## src/rtl/usrd_params.svh

```systemverilog
/*
  Constants of the standard request decoder: request codes, field values,
  register offsets and reset values.
  Assumes it is included by bare name wherever a value is needed.
*/
`ifndef USRD_PARAMS_SVH
`define USRD_PARAMS_SVH

// Request codes
`define USRD_RQ_GET_STATUS   8'h00
`define USRD_RQ_CLR_FEATURE  8'h01
`define USRD_RQ_SET_FEATURE  8'h03
`define USRD_RQ_SET_ADDRESS  8'h05
`define USRD_RQ_GET_DESC     8'h06
`define USRD_RQ_GET_CONFIG   8'h08
`define USRD_RQ_SET_CONFIG   8'h09
`define USRD_RQ_GET_IFACE    8'h0a
`define USRD_RQ_SET_IFACE    8'h0b

// Request types
`define USRD_RT_STD_DEV_OUT  8'h00
`define USRD_RT_STD_IF_OUT   8'h01
`define USRD_RT_STD_EP_OUT   8'h02
`define USRD_RT_STD_DEV_IN   8'h80
`define USRD_RT_STD_IF_IN    8'h81
`define USRD_RT_STD_EP_IN    8'h82

// Field values
`define USRD_FEAT_EP_HALT    16'h0000
`define USRD_FEAT_WAKEUP     16'h0001
`define USRD_DESC_DEVICE     16'h0100
`define USRD_DESC_CONFIG     16'h0200
`define USRD_EP0_OUT_IDX     16'h0000
`define USRD_EP0_IN_IDX      16'h0080
`define USRD_EP1_IDX         16'h0081
`define USRD_EP2_IDX         16'h0002
`define USRD_LEN_ONE         16'h0001
`define USRD_LEN_TWO         16'h0002
`define USRD_CFG_ONE         16'h0001
`define USRD_DEV_DESC_LEN    16'h0012
`define USRD_MAX_IFACE       3'h4
`define USRD_DIR_BIT         7
`define USRD_ADDR_TOP        7

// Register offsets
`define USRD_REG_CTRL        4'h0
`define USRD_REG_IFCOUNT     4'h1
`define USRD_REG_ALTMAX      4'h2
`define USRD_REG_EP1MAP      4'h3
`define USRD_REG_EP2MAP      4'h4
`define USRD_REG_CFGLEN_LO   4'h5
`define USRD_REG_CFGLEN_HI   4'h6
`define USRD_REG_CLRFLAGS    4'h7
`define USRD_REG_STATUS      4'h8
`define USRD_REG_ADDR        4'h9
`define USRD_REG_ALTCUR      4'ha

// Bit positions
`define USRD_ST_WAKEUP       0
`define USRD_ST_HALT0        1
`define USRD_ST_HALT1        2
`define USRD_ST_HALT2        3
`define USRD_ST_CONF         4
`define USRD_MAP_ALT         3

// Reset values
`define USRD_RST_BYTE        8'h00
`define USRD_RST_WORD        16'h0000

`endif

```

## src/rtl/usrd_pkg.sv

```systemverilog
/*
  Types of the standard request decoder.
  Assumes usrd_params.svh for the numeric values.
*/
package usrd_pkg;

  typedef enum logic [1:0]
  {
    USRD_DEFAULT    = 2'b00,
    USRD_ADDRESSED  = 2'b01,
    USRD_CONFIGURED = 2'b11
  } usrd_dev_state_t;

  typedef enum logic [3:0]
  {
    USRD_K_NONE, USRD_K_GET_STATUS, USRD_K_CLR_FEATURE, USRD_K_SET_FEATURE,
    USRD_K_SET_ADDRESS, USRD_K_GET_DESC, USRD_K_GET_CONFIG, USRD_K_SET_CONFIG,
    USRD_K_GET_IFACE, USRD_K_SET_IFACE
  } usrd_kind_t;

  typedef struct packed
  {
    logic [15:0] length;
    logic [15:0] index;
    logic [15:0] value;
    logic [7:0]  code;
    logic [7:0]  rtype;
  } usrd_setup_t;

  typedef struct packed
  {
    logic        valid;
    logic        has_data;
    logic        stall;
    logic        fw_decode;
    logic        zlp;
    logic [1:0]  desc_sel;
    logic [15:0] xfer_len;
    logic [15:0] reply;
  } usrd_resp_t;

endpackage

```

## src/rtl/usrd_decoder.sv

```systemverilog
/*
  Standard control request decoder for endpoint 0.
  Takes the eight setup bytes from the serial engine as one word with a strobe,
  decides ACK/NAK versus STALL, data stage and length, and applies feature,
  address and configuration changes when the host ACKs the status stage.
  Assumes the serial engine and registers share one clock and that the host
  follows the control sequence.
*/
// How it works
// - Setup is eight bytes, words low first
// - Recognise the nine standard requests, ep0 index
// - Get requests have data stage, others none
// - Default/Addressed stall interface and non-ep0 endpoint requests
// - Descriptor length is smaller of requested, prepared
// - Clear feature acts on status stage ACK
// - Set feature acts on status stage ACK
// - Ep0 halt stalls all standard requests but three
// - Unsupported stall leaves halt, ends next setup
// - Set configuration above one is stalled
// - Status stage data still gets ACK
// - Firmware read with zero length sends ZLP
// - Interfaces 1 to 4 valid per count
// - Endpoint validity from alternate setting and map
// - Set interface checks number and alternate setting
// - Keep Default, Addressed and Configured states
// - Bad clear feature stalls in status stage
// - Clear feature targets allowed per state
// - Good clear feature flags, unhalts, interrupts
// - Endpoint clear feature resets toggle to DATA0
// - Runs from the single system clock
`timescale 1ns/100ps
`include "usrd_params.svh"

module usrd_decoder
#(
  parameter int NIF = 5
)
(
  input  wire logic                 i_sys_clk,
  input  wire logic                 i_rst_n,
  input  wire logic                 i_ce,
  input  wire usrd_pkg::usrd_setup_t i_setup,
  input  wire logic                 i_setup_stb,
  input  wire logic                 i_status_ack,
  input  wire logic [3:0]           i_reg_addr,
  input  wire logic [7:0]           i_reg_wdata,
  input  wire logic                 i_reg_wr,
  input  wire logic                 i_reg_rd,
  output logic [7:0]                o_reg_rdata,
  output usrd_pkg::usrd_resp_t      o_resp,
  output logic [6:0]                o_usb_addr,
  output logic [1:0]                o_dev_state,
  output logic [2:0]                o_toggle_reset,
  output logic                      o_clear_irq,
  output logic                      o_config_irq,
  output logic                      o_fw_irq
);

  ////////////////////////////////////////////////////////////////////////////
  // Registers

  usrd_pkg::usrd_dev_state_t state_q;
  usrd_pkg::usrd_kind_t      kind_q;
  usrd_pkg::usrd_setup_t     pkt_q;
  logic [2:0]                if_count_q;
  logic [NIF-1:0]            alt_max_q;
  logic [NIF-1:0]            alt_cur_q;
  logic [3:0]                ep1_map_q;
  logic [3:0]                ep2_map_q;
  logic [15:0]               cfg_len_q;
  logic [3:0]                clear_request_flags_q;
  logic                      device_status_low_q;
  logic [2:0]                endpoint_halt_flag_q;
  logic                      conf_q;
  logic                      pend_stall_q;
  logic [6:0]                addr_q;
  logic                      ctrl_go_q;

  ////////////////////////////////////////////////////////////////////////////
  // Helpers

  // Interface 0 always exists; the rest follow the active count
  function automatic logic iface_ok(input logic [15:0] idx, input logic [2:0] cnt);
    iface_ok = (idx[15:3] == 13'h0000) && (idx[2:0] <= cnt) && (idx[2:0] <= `USRD_MAX_IFACE);
  endfunction

  // Map: low bits interface, top bit alternate setting the endpoint lives in
  function automatic logic ep_live(input logic [3:0] map, input logic [NIF-1:0] alt,
                                   input logic [2:0] cnt);
    ep_live = iface_ok({13'h0000, map[2:0]}, cnt) && (alt[map[2:0]] == map[`USRD_MAP_ALT]);
  endfunction

  function automatic logic [15:0] min16(input logic [15:0] a, input logic [15:0] b);
    min16 = (a < b) ? a : b;
  endfunction

  ////////////////////////////////////////////////////////////////////////////
  // Decode of the setup word

  logic                  is_ep0;
  logic                  ep1_ok;
  logic                  ep2_ok;
  logic                  ep_ok;
  logic                  cfgd;
  logic                  ifx_ok;
  usrd_pkg::usrd_kind_t  kind_d;
  logic                  stall_d;
  logic                  data_d;
  logic [15:0]           len_d;
  logic [15:0]           reply_d;
  logic [1:0]            sel_d;

  always_comb
  begin
    // Fields arrive already split; value, index, length are low byte first
    is_ep0 = (i_setup.index == `USRD_EP0_OUT_IDX) || (i_setup.index == `USRD_EP0_IN_IDX);
    ep1_ok = (i_setup.index == `USRD_EP1_IDX) && ep_live(ep1_map_q, alt_cur_q, if_count_q);
    ep2_ok = (i_setup.index == `USRD_EP2_IDX) && ep_live(ep2_map_q, alt_cur_q, if_count_q);
    cfgd   = (state_q == usrd_pkg::USRD_CONFIGURED);
    ep_ok  = is_ep0 || (cfgd && (ep1_ok || ep2_ok));
    ifx_ok = iface_ok(i_setup.index, if_count_q);
    kind_d  = usrd_pkg::USRD_K_NONE;
    stall_d = 1'b0;
    data_d  = 1'b0;
    len_d   = `USRD_RST_WORD;
    reply_d = `USRD_RST_WORD;
    sel_d   = 2'b00;
    case (i_setup.code)
      `USRD_RQ_GET_STATUS:
        if (i_setup.rtype == `USRD_RT_STD_DEV_IN || i_setup.rtype == `USRD_RT_STD_EP_IN)
        begin
          kind_d  = usrd_pkg::USRD_K_GET_STATUS;
          stall_d = (i_setup.value != `USRD_RST_WORD) || (i_setup.length != `USRD_LEN_TWO)
                    || ((i_setup.rtype == `USRD_RT_STD_DEV_IN) ? (i_setup.index != `USRD_RST_WORD)
                                                               : !ep_ok);
          len_d   = `USRD_LEN_TWO;
          if (i_setup.rtype == `USRD_RT_STD_DEV_IN)
            reply_d = {15'h0000, device_status_low_q};
          else if (is_ep0)
            reply_d = {15'h0000, endpoint_halt_flag_q[0]};
          else
            reply_d = {15'h0000, ep1_ok ? endpoint_halt_flag_q[1] : endpoint_halt_flag_q[2]};
        end
      `USRD_RQ_CLR_FEATURE, `USRD_RQ_SET_FEATURE:
        if (i_setup.rtype == `USRD_RT_STD_DEV_OUT || i_setup.rtype == `USRD_RT_STD_EP_OUT)
        begin
          kind_d  = (i_setup.code == `USRD_RQ_CLR_FEATURE) ? usrd_pkg::USRD_K_CLR_FEATURE
                                                           : usrd_pkg::USRD_K_SET_FEATURE;
          stall_d = (i_setup.length != `USRD_RST_WORD)
                    || ((i_setup.rtype == `USRD_RT_STD_DEV_OUT)
                        ? (i_setup.value != `USRD_FEAT_WAKEUP || i_setup.index != `USRD_RST_WORD)
                        : (i_setup.value != `USRD_FEAT_EP_HALT || !ep_ok));
        end
      `USRD_RQ_SET_ADDRESS:
        if (i_setup.rtype == `USRD_RT_STD_DEV_OUT)
        begin
          kind_d  = usrd_pkg::USRD_K_SET_ADDRESS;
          stall_d = (i_setup.index != `USRD_RST_WORD) || (i_setup.length != `USRD_RST_WORD)
                    || (i_setup.value[15:`USRD_ADDR_TOP] != 9'h000);
        end
      `USRD_RQ_GET_DESC:
        if (i_setup.rtype == `USRD_RT_STD_DEV_IN && i_setup.index == `USRD_RST_WORD
            && (i_setup.value == `USRD_DESC_DEVICE || i_setup.value == `USRD_DESC_CONFIG))
        begin
          kind_d = usrd_pkg::USRD_K_GET_DESC;
          sel_d  = (i_setup.value == `USRD_DESC_DEVICE) ? 2'b01 : 2'b10;
          len_d  = min16(i_setup.length, (i_setup.value == `USRD_DESC_DEVICE)
                                         ? `USRD_DEV_DESC_LEN : cfg_len_q);
        end
      `USRD_RQ_GET_CONFIG:
        if (i_setup.rtype == `USRD_RT_STD_DEV_IN)
        begin
          kind_d  = usrd_pkg::USRD_K_GET_CONFIG;
          stall_d = (i_setup.value != `USRD_RST_WORD) || (i_setup.index != `USRD_RST_WORD)
                    || (i_setup.length != `USRD_LEN_ONE);
          len_d   = `USRD_LEN_ONE;
          reply_d = {15'h0000, conf_q};
        end
      `USRD_RQ_SET_CONFIG:
        if (i_setup.rtype == `USRD_RT_STD_DEV_OUT)
        begin
          kind_d  = usrd_pkg::USRD_K_SET_CONFIG;
          stall_d = (i_setup.value > `USRD_CFG_ONE) || (i_setup.index != `USRD_RST_WORD)
                    || (i_setup.length != `USRD_RST_WORD);
        end
      `USRD_RQ_GET_IFACE:
        if (i_setup.rtype == `USRD_RT_STD_IF_IN)
        begin
          kind_d  = usrd_pkg::USRD_K_GET_IFACE;
          stall_d = !cfgd || !ifx_ok || (i_setup.value != `USRD_RST_WORD)
                    || (i_setup.length != `USRD_LEN_ONE);
          len_d   = `USRD_LEN_ONE;
          reply_d = {15'h0000, alt_cur_q[i_setup.index[2:0]]};
        end
      `USRD_RQ_SET_IFACE:
        if (i_setup.rtype == `USRD_RT_STD_IF_OUT)
        begin
          kind_d  = usrd_pkg::USRD_K_SET_IFACE;
          stall_d = !cfgd || !ifx_ok || (i_setup.length != `USRD_RST_WORD)
                    || (i_setup.value > {15'h0000, alt_max_q[i_setup.index[2:0]]});
        end
      default:
        kind_d = usrd_pkg::USRD_K_NONE;
    endcase
    // Get-type requests carry a data stage, the rest go straight to status
    data_d = (kind_d == usrd_pkg::USRD_K_GET_STATUS) || (kind_d == usrd_pkg::USRD_K_GET_DESC)
             || (kind_d == usrd_pkg::USRD_K_GET_CONFIG)
             || (kind_d == usrd_pkg::USRD_K_GET_IFACE);
    // Halted ep0 stalls every standard request but ep0 get status, set feature and clear feature
    if (endpoint_halt_flag_q[0] && kind_d != usrd_pkg::USRD_K_NONE
        && !((kind_d == usrd_pkg::USRD_K_GET_STATUS || kind_d == usrd_pkg::USRD_K_SET_FEATURE)
             && i_setup.rtype[1] && is_ep0)
        && !(kind_d == usrd_pkg::USRD_K_CLR_FEATURE && i_setup.rtype[1] && is_ep0))
      stall_d = 1'b1;
  end

  ////////////////////////////////////////////////////////////////////////////
  // Answer to the serial engine

  always_ff @(posedge i_sys_clk or negedge i_rst_n)
  begin
    if (!i_rst_n)
    begin
      o_resp       <= '0;
      kind_q       <= usrd_pkg::USRD_K_NONE;
      pkt_q        <= '0;
      pend_stall_q <= 1'b0;
    end
    else if (i_ce)
    begin
      o_resp.valid <= i_setup_stb;
      if (i_setup_stb)
      begin
        // Each new setup replaces the previous stall, so a stall never outlives it
        kind_q           <= kind_d;
        pkt_q            <= i_setup;
        pend_stall_q     <= stall_d;
        o_resp.stall     <= stall_d;
        o_resp.has_data  <= data_d;
        o_resp.fw_decode <= (kind_d == usrd_pkg::USRD_K_NONE);
        o_resp.zlp       <= (kind_d == usrd_pkg::USRD_K_NONE) && i_setup.rtype[`USRD_DIR_BIT]
                            && (i_setup.length == `USRD_RST_WORD);
        o_resp.xfer_len  <= len_d;
        o_resp.reply     <= reply_d;
        o_resp.desc_sel  <= sel_d;
      end
    end
  end

  ////////////////////////////////////////////////////////////////////////////
  // Device state, address and feature bits, applied on the status-stage ACK

  logic apply;
  assign apply = i_status_ack && !pend_stall_q && !o_resp.has_data && !o_resp.fw_decode;

  always_ff @(posedge i_sys_clk or negedge i_rst_n)
  begin
    if (!i_rst_n)
    begin
      state_q              <= usrd_pkg::USRD_DEFAULT;
      addr_q               <= 7'h00;
      conf_q               <= 1'b0;
      device_status_low_q  <= 1'b0;
      endpoint_halt_flag_q <= 3'b000;
      alt_cur_q            <= '0;
      o_toggle_reset       <= 3'b000;
      o_clear_irq          <= 1'b0;
      o_config_irq         <= 1'b0;
      o_fw_irq             <= 1'b0;
    end
    else if (i_ce)
    begin
      o_toggle_reset <= 3'b000;
      o_clear_irq    <= 1'b0;
      o_config_irq   <= 1'b0;
      o_fw_irq       <= i_setup_stb && (kind_d == usrd_pkg::USRD_K_NONE);
      if (apply)
      begin
        case (kind_q)
          usrd_pkg::USRD_K_CLR_FEATURE:
          begin
            o_clear_irq <= 1'b1;
            if (!pkt_q.rtype[1])
              device_status_low_q <= 1'b0;
            else if (pkt_q.index == `USRD_EP1_IDX)
            begin
              endpoint_halt_flag_q[1] <= 1'b0;
              o_toggle_reset[1]       <= 1'b1;
            end
            else if (pkt_q.index == `USRD_EP2_IDX)
            begin
              endpoint_halt_flag_q[2] <= 1'b0;
              o_toggle_reset[2]       <= 1'b1;
            end
            else
            begin
              endpoint_halt_flag_q[0] <= 1'b0;
              o_toggle_reset[0]       <= 1'b1;
            end
          end
          usrd_pkg::USRD_K_SET_FEATURE:
            if (!pkt_q.rtype[1])
              device_status_low_q <= 1'b1;
            else if (pkt_q.index == `USRD_EP1_IDX)
              endpoint_halt_flag_q[1] <= 1'b1;
            else if (pkt_q.index == `USRD_EP2_IDX)
              endpoint_halt_flag_q[2] <= 1'b1;
            else
              endpoint_halt_flag_q[0] <= 1'b1;
          usrd_pkg::USRD_K_SET_ADDRESS:
          begin
            addr_q <= pkt_q.value[6:0];
            if (state_q != usrd_pkg::USRD_CONFIGURED)
              state_q <= (pkt_q.value[6:0] == 7'h00) ? usrd_pkg::USRD_DEFAULT
                                                     : usrd_pkg::USRD_ADDRESSED;
          end
          usrd_pkg::USRD_K_SET_CONFIG:
          begin
            conf_q               <= pkt_q.value[0];
            endpoint_halt_flag_q <= 3'b000;
            alt_cur_q            <= '0;
            o_toggle_reset       <= 3'b111;
            o_config_irq         <= 1'b1;
            if (pkt_q.value[0])
              state_q <= usrd_pkg::USRD_CONFIGURED;
            else if (state_q == usrd_pkg::USRD_CONFIGURED)
              state_q <= usrd_pkg::USRD_ADDRESSED;
          end
          usrd_pkg::USRD_K_SET_IFACE:
            alt_cur_q[pkt_q.index[2:0]] <= pkt_q.value[0];
          default:
            conf_q <= conf_q;
        endcase
      end
    end
  end

  ////////////////////////////////////////////////////////////////////////////
  // Register port

  logic clr_evt;
  assign clr_evt = apply && (kind_q == usrd_pkg::USRD_K_CLR_FEATURE);

  always_ff @(posedge i_sys_clk or negedge i_rst_n)
  begin
    if (!i_rst_n)
    begin
      if_count_q            <= 3'h0;
      alt_max_q             <= '0;
      ep1_map_q             <= 4'h0;
      ep2_map_q             <= 4'h0;
      cfg_len_q             <= `USRD_RST_WORD;
      ctrl_go_q             <= 1'b0;
      clear_request_flags_q <= 4'h0;
    end
    else if (i_ce)
    begin
      if (i_reg_wr)
      begin
        case (i_reg_addr)
          `USRD_REG_CTRL:      ctrl_go_q  <= i_reg_wdata[0];
          `USRD_REG_IFCOUNT:   if_count_q <= i_reg_wdata[2:0];
          `USRD_REG_ALTMAX:    alt_max_q  <= i_reg_wdata[NIF-1:0];
          `USRD_REG_EP1MAP:    ep1_map_q  <= i_reg_wdata[3:0];
          `USRD_REG_EP2MAP:    ep2_map_q  <= i_reg_wdata[3:0];
          `USRD_REG_CFGLEN_LO: cfg_len_q[7:0]  <= i_reg_wdata;
          `USRD_REG_CFGLEN_HI: cfg_len_q[15:8] <= i_reg_wdata;
          default:             ctrl_go_q  <= ctrl_go_q;
        endcase
      end
      // Write one to clear; a new clear request in the same cycle wins
      clear_request_flags_q <= (clear_request_flags_q
                               & ~((i_reg_wr && i_reg_addr == `USRD_REG_CLRFLAGS)
                                   ? i_reg_wdata[3:0] : 4'h0))
                               | (clr_evt ? { pkt_q.index == `USRD_EP2_IDX,
                                              pkt_q.index == `USRD_EP1_IDX,
                                              pkt_q.rtype[1] && !pkt_q.index[0]
                                                && !pkt_q.index[1],
                                              !pkt_q.rtype[1] } : 4'h0);
    end
  end

  always_ff @(posedge i_sys_clk or negedge i_rst_n)
  begin
    if (!i_rst_n)
    begin
      o_reg_rdata <= `USRD_RST_BYTE;
      o_usb_addr  <= 7'h00;
      o_dev_state <= 2'b00;
    end
    else if (i_ce)
    begin
      o_usb_addr  <= addr_q;
      o_dev_state <= state_q;
      o_reg_rdata <= `USRD_RST_BYTE;
      if (i_reg_rd)
      begin
        case (i_reg_addr)
          `USRD_REG_CTRL:      o_reg_rdata <= {7'h00, ctrl_go_q};
          `USRD_REG_IFCOUNT:   o_reg_rdata <= {5'h00, if_count_q};
          `USRD_REG_ALTMAX:    o_reg_rdata <= 8'(alt_max_q);
          `USRD_REG_EP1MAP:    o_reg_rdata <= {4'h0, ep1_map_q};
          `USRD_REG_EP2MAP:    o_reg_rdata <= {4'h0, ep2_map_q};
          `USRD_REG_CFGLEN_LO: o_reg_rdata <= cfg_len_q[7:0];
          `USRD_REG_CFGLEN_HI: o_reg_rdata <= cfg_len_q[15:8];
          `USRD_REG_CLRFLAGS:  o_reg_rdata <= {4'h0, clear_request_flags_q};
          `USRD_REG_STATUS:    o_reg_rdata <= {1'b0, state_q, conf_q,
                                               endpoint_halt_flag_q, device_status_low_q};
          `USRD_REG_ADDR:      o_reg_rdata <= {1'b0, addr_q};
          `USRD_REG_ALTCUR:    o_reg_rdata <= 8'(alt_cur_q);
          default:             o_reg_rdata <= `USRD_RST_BYTE;
        endcase
      end
    end
  end

endmodule

```

## config.mk

```make
export PLATFORM = sky130hd
export DESIGN_NAME = usrd_decoder
export DESIGN_NICKNAME = d
export VERILOG_FILES = /design/src/rtl/usrd_pkg.sv /design/src/rtl/usrd_decoder.sv
export VERILOG_INCLUDE_DIRS = /design/src /design/src/rtl
export SDC_FILE = /design/constraint.sdc
export NUM_CORES = 1
export LEC_CHECK = 0
export BUFFER_PORTS_ARGS = -buffer_cell sky130_fd_sc_hd__buf_2
export CAP_MARGIN = 30
export CORE_MARGIN = 5
export CORE_UTILIZATION = 34
export CTS_CLUSTER_DIAMETER = 100
export DETAILED_ROUTE_END_ITERATION = 12
export GPL_ROUTABILITY_DRIVEN = 0
export GPL_TIMING_DRIVEN = 0
export PLACE_DENSITY = 0.56
export SETUP_SLACK_MARGIN = 0.02
export SYNTH_ARGS = -nofsm -noshare
export SYNTH_HDL_FRONTEND = slang
export SYNTH_SLANG_ARGS = --single-unit
export TNS_END_PERCENT = 30
```

## constraint.sdc

```tcl
create_clock -name i_sys_clk -period 3.7 [get_ports i_sys_clk]
set_input_delay 0.74 -clock i_sys_clk [delete_from_list [all_inputs] [get_ports i_sys_clk]]
set_output_delay 0.74 -clock i_sys_clk [all_outputs]
set_load 0.05 [all_outputs]
```

==> run metrics, run 1 <==
status=complete, no violations; Clock Skew=0.00888 ns; num rows=54; Critical Path Source=i_setup[27]; global route total overflow=0; number of DRC markers in iteration 0=422; fin nets=1,063; Synth cell types=69; worst min path class=in2async; core area=0.0220 mm²; Die ar.=0.0256 mm²; worst-case vdd ir drop=0.303 mV; leak pwr=0.00435 µW; # H-tree levels=4; crit path DAT=3.92 ns; largest net degree at the start of global routing=84; Ys Warns=0; Yosys top cell by area=dfrtp_1; Die Y=160 µm; Int Power=3050 µW; Tightest Pin Transition=0.896 ns; Data required, critical path=4.05 ns; synthesized area=0.00764 mm²; critical path capture point=o_resp[31]; initial core utilization=0.348; Critical R2R Launch=ep1_map_q[1]; share of flip-flops with an asynchronous set or reset=1.00; syn_area_per_cell=9.67 µm²; area grow syn2layout=24.1%; Setup Viol. Count Final=0; critical path type=in2reg; combinational group share of total power=0.241; Yosys reg bits=131; r2r worst-path depth=8; first-pass GRT wire length=37,800 µm; GRT Util Overall=0.186; CP Launch Type=primary input; CTS sink cnt=131; Sequential Power Share=0.399; DR vias=6,669; Worst slew margin=0.387; ranking of synthesized cells by area=dfrtp_1 43%, mux2_2 13%, nand2_1 4.6%; clk root buf=clkbuf_16; clk slew on worst S/H paths=0.06 ns; number of global-route vias before repair=6,775; Num CTS Buffers=17; maximum net fanout on the critical path=7; Clock power frac=0.360; total negative slack=0 ns; Port Buffers=121; post-synthesis cell count=790; drc violations=0; chip width=160 µm; Storage cell area=0.00328 mm²; Final min period=3.58 ns; CTS max path bufs=2; sw power=1510 µW; Final period util=0.967; Post-DP HPWL=18,700 µm; Pwr Total=4570 µW; max-cap viol count=0; Antenna Violating Nets Remaining=0; ant diodes=0; reg2reg setup slack=0.83 ns; Post-synth EDFFs=0; Vias/cell=5.34; Post-Route WL=24,000 µm; TritonCTS clock tree=built; CP endpoint kind=flop; sw frac=0.331; Post-synth top flop=dfrtp_1; Synth top area share=0.429; PwrDens=481 mW/mm²; fmax=0.279 GHz; initial antenna violation count=4; footprint of the multi-input gates=0.00415 mm²; clock insertion delay at the later pin of the skew report=0.43 ns; register area share after synthesis=0.429; fillers=2,160; layout cells sized above 1=0.306; Avg WL per Cell=19.2 µm; DRT Pass-1 Iters=5; reg-to-reg endpoint=pend_stall_q; Ports=145; Slew Limit Fails=0; Final Hold Viols=0
-- cells by family (layout without fill, tap and decap cells) --
group | after synthesis | in the layout | synth area share
AND/OR/NAND/NOR | 264 | 264 | 0.175
AO/OA/AOI/OAI | 176 | 176 | 0.148
flip-flops | 131 | 131 | 0.429
multiplexers | 103 | 103 | 0.151
buffers and inverters | 86 | 250 | 0.0503
adder cells (fa/ha/maj) | 25 | 25 | 0.0409
XOR/XNOR | 4 | 4 | 0.00459
other | 1 | 15 | 0.000491
-- layout by cell type, fill, tap and decap left out, types with 8 or more instances in the layout --
cell / count
nor4_1: 17
o21ai_1: 10
clkbuf_16: 17
buf_4: 24
dfrtp_1: 131
inv_1: 34
o21ai_0: 44
a22oi_1: 10
a21oi_1: 36
a21o_1: 11
nor2_1: 46
clkbuf_1: 31
mux2i_1: 13
nor3_1: 15
mux2_2: 79
nand2b_1: 10
ha_1: 24
nand3_1: 15
nand2_1: 90
nand4_1: 8
nor2b_1: 13
conb_1: 15
buf_2: 121
mux2_4: 10
o2bb2ai_1: 8
-- sequential cells by signal, indices dropped and copies added, names as in the netlist, 4 cells and up --
name and cells:
kind_q 4, ep2_map_q 4, o_reg_rdata 8, clear_request_flags_q 4
cfg_len_q 16, pkt_q 24, o_usb_addr 7, alt_cur_q 5
ep1_map_q 4, addr_q 7, alt_max_q 5, o_resp 23
-- critical path, stage by stage --
cell	delay [ns]
buf_6	0.09
or4_4	0.53
nand3b_1	0.25
nor3_4	0.27
nand2_4	0.10
buf_8	0.15
nand2_4	0.07
ha_4	0.20
a21o_1	0.15
a21o_1	0.16
a21oi_2	0.14
o211ai_1	0.16
a31oi_4	0.28
buf_4	0.16
mux2_2	0.33
o21ai_0	0.13
-- routing by layer --
metal	track usage	share of wire
met1	0.245	0.44
met2	0.305	0.48
met3	0.0425	0.061
met4	0.0618	0.020
met5	0	0.0015
-- power by group through the flow --
stage	Combinational (µW)	Sequential, µW	Clock (µW)
floorplan	634	1940	0
global placement	1060	1840	0
detailed placement	1080	1850	0
CTS	1090	1820	1660
global route	1200	1850	1730
finish	1100	1820	1640
-- how the worst min path moves through the flow --
stage / start / to / depth (start not counted)
CTS: i_rst_n / o_resp[24] / 1
detailed placement: o_resp[33] / o_resp[33] / 2
global route: i_rst_n / o_resp[24] / 1
finish: i_rst_n / o_resp[24] / 1
global placement: o_resp[33] / o_resp[33] / 2
floorplan: i_rst_n / addr_q[0] / 0
-- cells in the mapped netlist, types with 11 or more instances --
library cell / number
nand3_1: 15
a21oi_1: 37
buf_4: 16
nor2b_1: 13
a21o_1: 11
nand2_1: 93
inv_1: 34
nor3_1: 16
clkbuf_1: 32
nor2_1: 46
ha_1: 25
mux2i_1: 13
mux2_2: 89
o21ai_0: 49
dfrtp_1: 131
nor4_1: 17
-- layout make-up --
class                           count  share of cell area
Buffer                             51              0.0296
Clock buffer                       19              0.0467
Clock inverter                     13              0.0135
Inverter                           35              0.0139
Multi-Input combinational cell    587               0.438
Sequential cell                   131               0.346
Tap cell                          280              0.0369
Timing Repair Buffer              132              0.0761
-- repair_timing --
item                       CTS  global route
gates resized for setup      1            15
hold buffers                 0             0
setup buffers                4             5
setup endpoints to repair   16            16
pin swaps                    2             3
-- metrics by stage --
stage                     utilization  cell area [µm²]  worst slack, ns  hold WS [ns]  std cells
after floorplan                     -             7800           -0.245         0.442        804
after global placement          0.399             8760           -0.782         0.449       1205
after detailed placement        0.401             8790           -0.848         0.457       1207
after CTS                       0.428             9400           0.0130         0.270       1243
after global routing            0.432             9480         -0.00541         0.283       1248
final                           0.432             9480            0.121         0.247       1248
Power figures use the tool's default switching activity.
==> run 2, diff against run 1 <==
Settings changed: CORE_ASPECT_RATIO set to 0.5.
==> run 2 against run 1 <==
Sequential power barely moved. Clock power barely moved. Register-to-register slack improved by 0.04 ns. Largest cell class unchanged.
==> run metrics, run 2 (same netlist as run 1, synthesis figures left out) <==
Final Hold Viols=0 (unchanged); Final period util=0.972 (was 0.967); number of DRC markers in iteration 0=468 (was 422); Post-DP HPWL=19,500 µm (was 18,700 µm); Avg WL per Cell=19.6 µm (was 19.2 µm); maximum net fanout on the critical path=6 (was 7); clock insertion delay at the later pin of the skew report=0.43 ns (about the same); max incr delay on CP=0.54 ns (was 0.53 ns); number of global-route vias before repair=6,619 (was 6,775); combinational group share of total power=0.246 (was 0.241); critical path's slowest cell=or4_4 (unchanged); Clock Skew=0.0114 ns (was 0.00888 ns); fin area=0.00958 mm² (was 0.00948 mm²); clk root buf=clkbuf_16 (unchanged); leak pwr=0.00440 µW (was 0.00435 µW); GRT Util Overall=0.192 (was 0.186); DRT Pass-1 Iters=5 (unchanged); Die Y=116 µm (was 160 µm); CTS sink cnt=131 (unchanged); sw frac=0.326 (was 0.331); Int Power=3140 µW (was 3050 µW); ant diodes=0 (unchanged); core area=0.0219 mm² (was 0.0220 mm²); number of flip-flops in the largest register=24 (unchanged); Num CTS Buffers=17 (unchanged); Critical Path Source=i_setup[28] (was i_setup[27]); Slew Limit Fails=0 (unchanged); Antenna Violating Nets Remaining=0 (unchanged); num rows=38 (was 54); Ports=145 (unchanged); global route total overflow=0 (unchanged); Sequential Power Share=0.396 (was 0.399); Worst slew margin=0.368 (was 0.387); area grow syn2layout=25.3% (was 24.1%); max-cap viol count=0 (unchanged); chip width=222 µm (was 160 µm); CP endpoint kind=flop (unchanged); Critical R2R Launch=if_count_q[1] (was ep1_map_q[1]); Regs by FF count=pkt_q (24), o_resp (23), cfg_len_q (16) (unchanged); reg-to-reg endpoint=pend_stall_q (unchanged); worst hold slack=0.293 ns (was 0.247 ns); # H-tree levels=4 (unchanged); Hold-fix buffers, CTS=0 (unchanged); Clock power frac=0.358 (was 0.360); Data required, critical path=4.04 ns (was 4.05 ns); most common cell after layout, fill and taps aside=dfrtp_1 (unchanged); Final min period=3.60 ns (was 3.58 ns); Post-Route WL=24,800 µm (was 24,000 µm); TritonCTS clock tree=built (unchanged); final worst setup slack=0.104 ns (was 0.121 ns); crit-path cells=buf_6 -> or4_4 -> nand3b_1 -> nor3_4 -> nand2_4 -> buf_8 -> nand2_4 -> ha_4 -> a21o_1 -> a21o_1 -> a21oi_2 -> o211ai_1 -> a31oi_4 -> buf_6 -> mux2_4 -> o21ai_2 (was buf_6 -> or4_4 -> nand3b_1 -> nor3_4 -> nand2_4 -> buf_8 -> nand2_4 -> ha_4 -> a21o_1 -> a21o_1 -> a21oi_2 -> o211ai_1 -> a31oi_4 -> buf_4 -> mux2_2 -> o21ai_0); Placed Area=0.00881 mm² (was 0.00879 mm²); total negative slack=0 ns (unchanged); Top reg by flops=pkt_q (unchanged); CTS max path bufs=2 (unchanged); fmax=0.278 GHz (was 0.279 GHz); r2r worst-path depth=9 (was 8); worst min path class=in2async (unchanged); fin nets=1,063 (unchanged); drc violations=0 (unchanged); PwrDens=487 mW/mm² (was 481 mW/mm²); largest net degree at the start of global routing=69 (was 84); DR vias=6,774 (was 6,669); reg2reg setup slack=0.87 ns (was 0.83 ns); Die ar.=0.0258 mm² (was 0.0256 mm²); status=complete, no violations (unchanged); Port Buffers=121 (unchanged); Setup Viol. Count Final=0 (unchanged); first-pass GRT wire length=38,300 µm (was 37,800 µm); initial core utilization=0.349 (was 0.348); sw power=1520 µW (was 1510 µW); initial antenna violation count=0 (was 4); clk slew on worst S/H paths=0.06 ns (about the same); CP Launch Type=primary input (unchanged); layout cells sized above 1=0.309 (was 0.306); critical path type=in2reg (unchanged); Vias/cell=5.34 (about the same); worst-case vdd ir drop=0.325 mV (was 0.303 mV); crit path DAT=3.94 ns (was 3.92 ns); RSZ-0062 raised after global routing=yes; pre-CTS WS=-0.830 ns (was -0.848 ns); fin util=0.438 (was 0.432); commonest non-fill, non-tap cells in the layout=131 x dfrtp_1, 120 x buf_2, 89 x nand2_1 (was 131 x dfrtp_1, 121 x buf_2, 90 x nand2_1); Tightest Pin Transition=0.935 ns (was 0.896 ns)
==> run 2: changes by cell type in the layout (fill, tap and decap cells not counted), sizes merged <==
cell / before / now
clkbuf: 49 / 53
bufinv: 1 / 2
buf: 153 / 152
clkinvlp: 5 / 3
clkinv: 4 / 2
==> run 2: layer usage <==
metal	vias to the layer above	global-route usage	wire length, µm
met4	0	0.0501	354
met5	-	0	0
met1	3301	0.273	11700
li1	3212	-	-
met2	238	0.292	10900
met3	23	0.0526	1900
==> run 2: layout make-up <==
class | instances | area [µm²]
Timing Repair Buffer | 132 | 742
Buffer | 51 | 280
Clock buffer | 22 | 454
Multi-Input combinational cell | 587 | 4190
Sequential cell | 131 | 3280
Inverter | 35 | 131
Tap cell | 300 | 375
Fill cell | 2133 | 12300
Clock inverter | 10 | 123
==> run 2: through the flow <==
| step | power (µW) | std cells |
|---|---|---|
| after floorplan | 2570 | 804 |
| after global placement | 2920 | 1225 |
| after global routing | 4880 | 1268 |
| after CTS | 4650 | 1261 |
| after detailed placement | 2960 | 1226 |
| final | 4660 | 1268 |
==> run 2: power by group through the flow <==
stage,clock [µW],combinational (µW),sequential (µW)
2_1_floorplan,0,634,1940
3_3_place_gp,0,1060,1860
3_5_place_dp,0,1090,1870
4_1_cts,1710,1100,1840
5_1_grt,1760,1250,1870
6_report,1670,1150,1850
==> run 2: worst max-delay path by stage <==
stage	cells after the start	end
floorplan	15	o_resp[16]
global placement	16	o_resp[16]
detailed placement	16	o_resp[16]
CTS	16	o_resp[16]
global route	16	o_resp[22]
finish	16	o_resp[22]
==> run 2: critical path, delay by kind of cell <==
family	cells	cell delay [ns]
AO/OA/AOI/OAI	6	1.03
buffers and inverters	3	0.42
multiplexers	1	0.31
AND/OR/NAND/NOR	5	1.22
adder cells (fa/ha/maj)	1	0.20
==> run 2: repair_timing <==
item / 4_1_cts / 5_1_grt
setup buffers: 3 / 7
setup endpoints to repair: 16 / 16
endpoints found under the hold margin: 0 / 0
pin swaps: 2 / 10
cloned: 0 / 1
resized for setup: 1 / 29
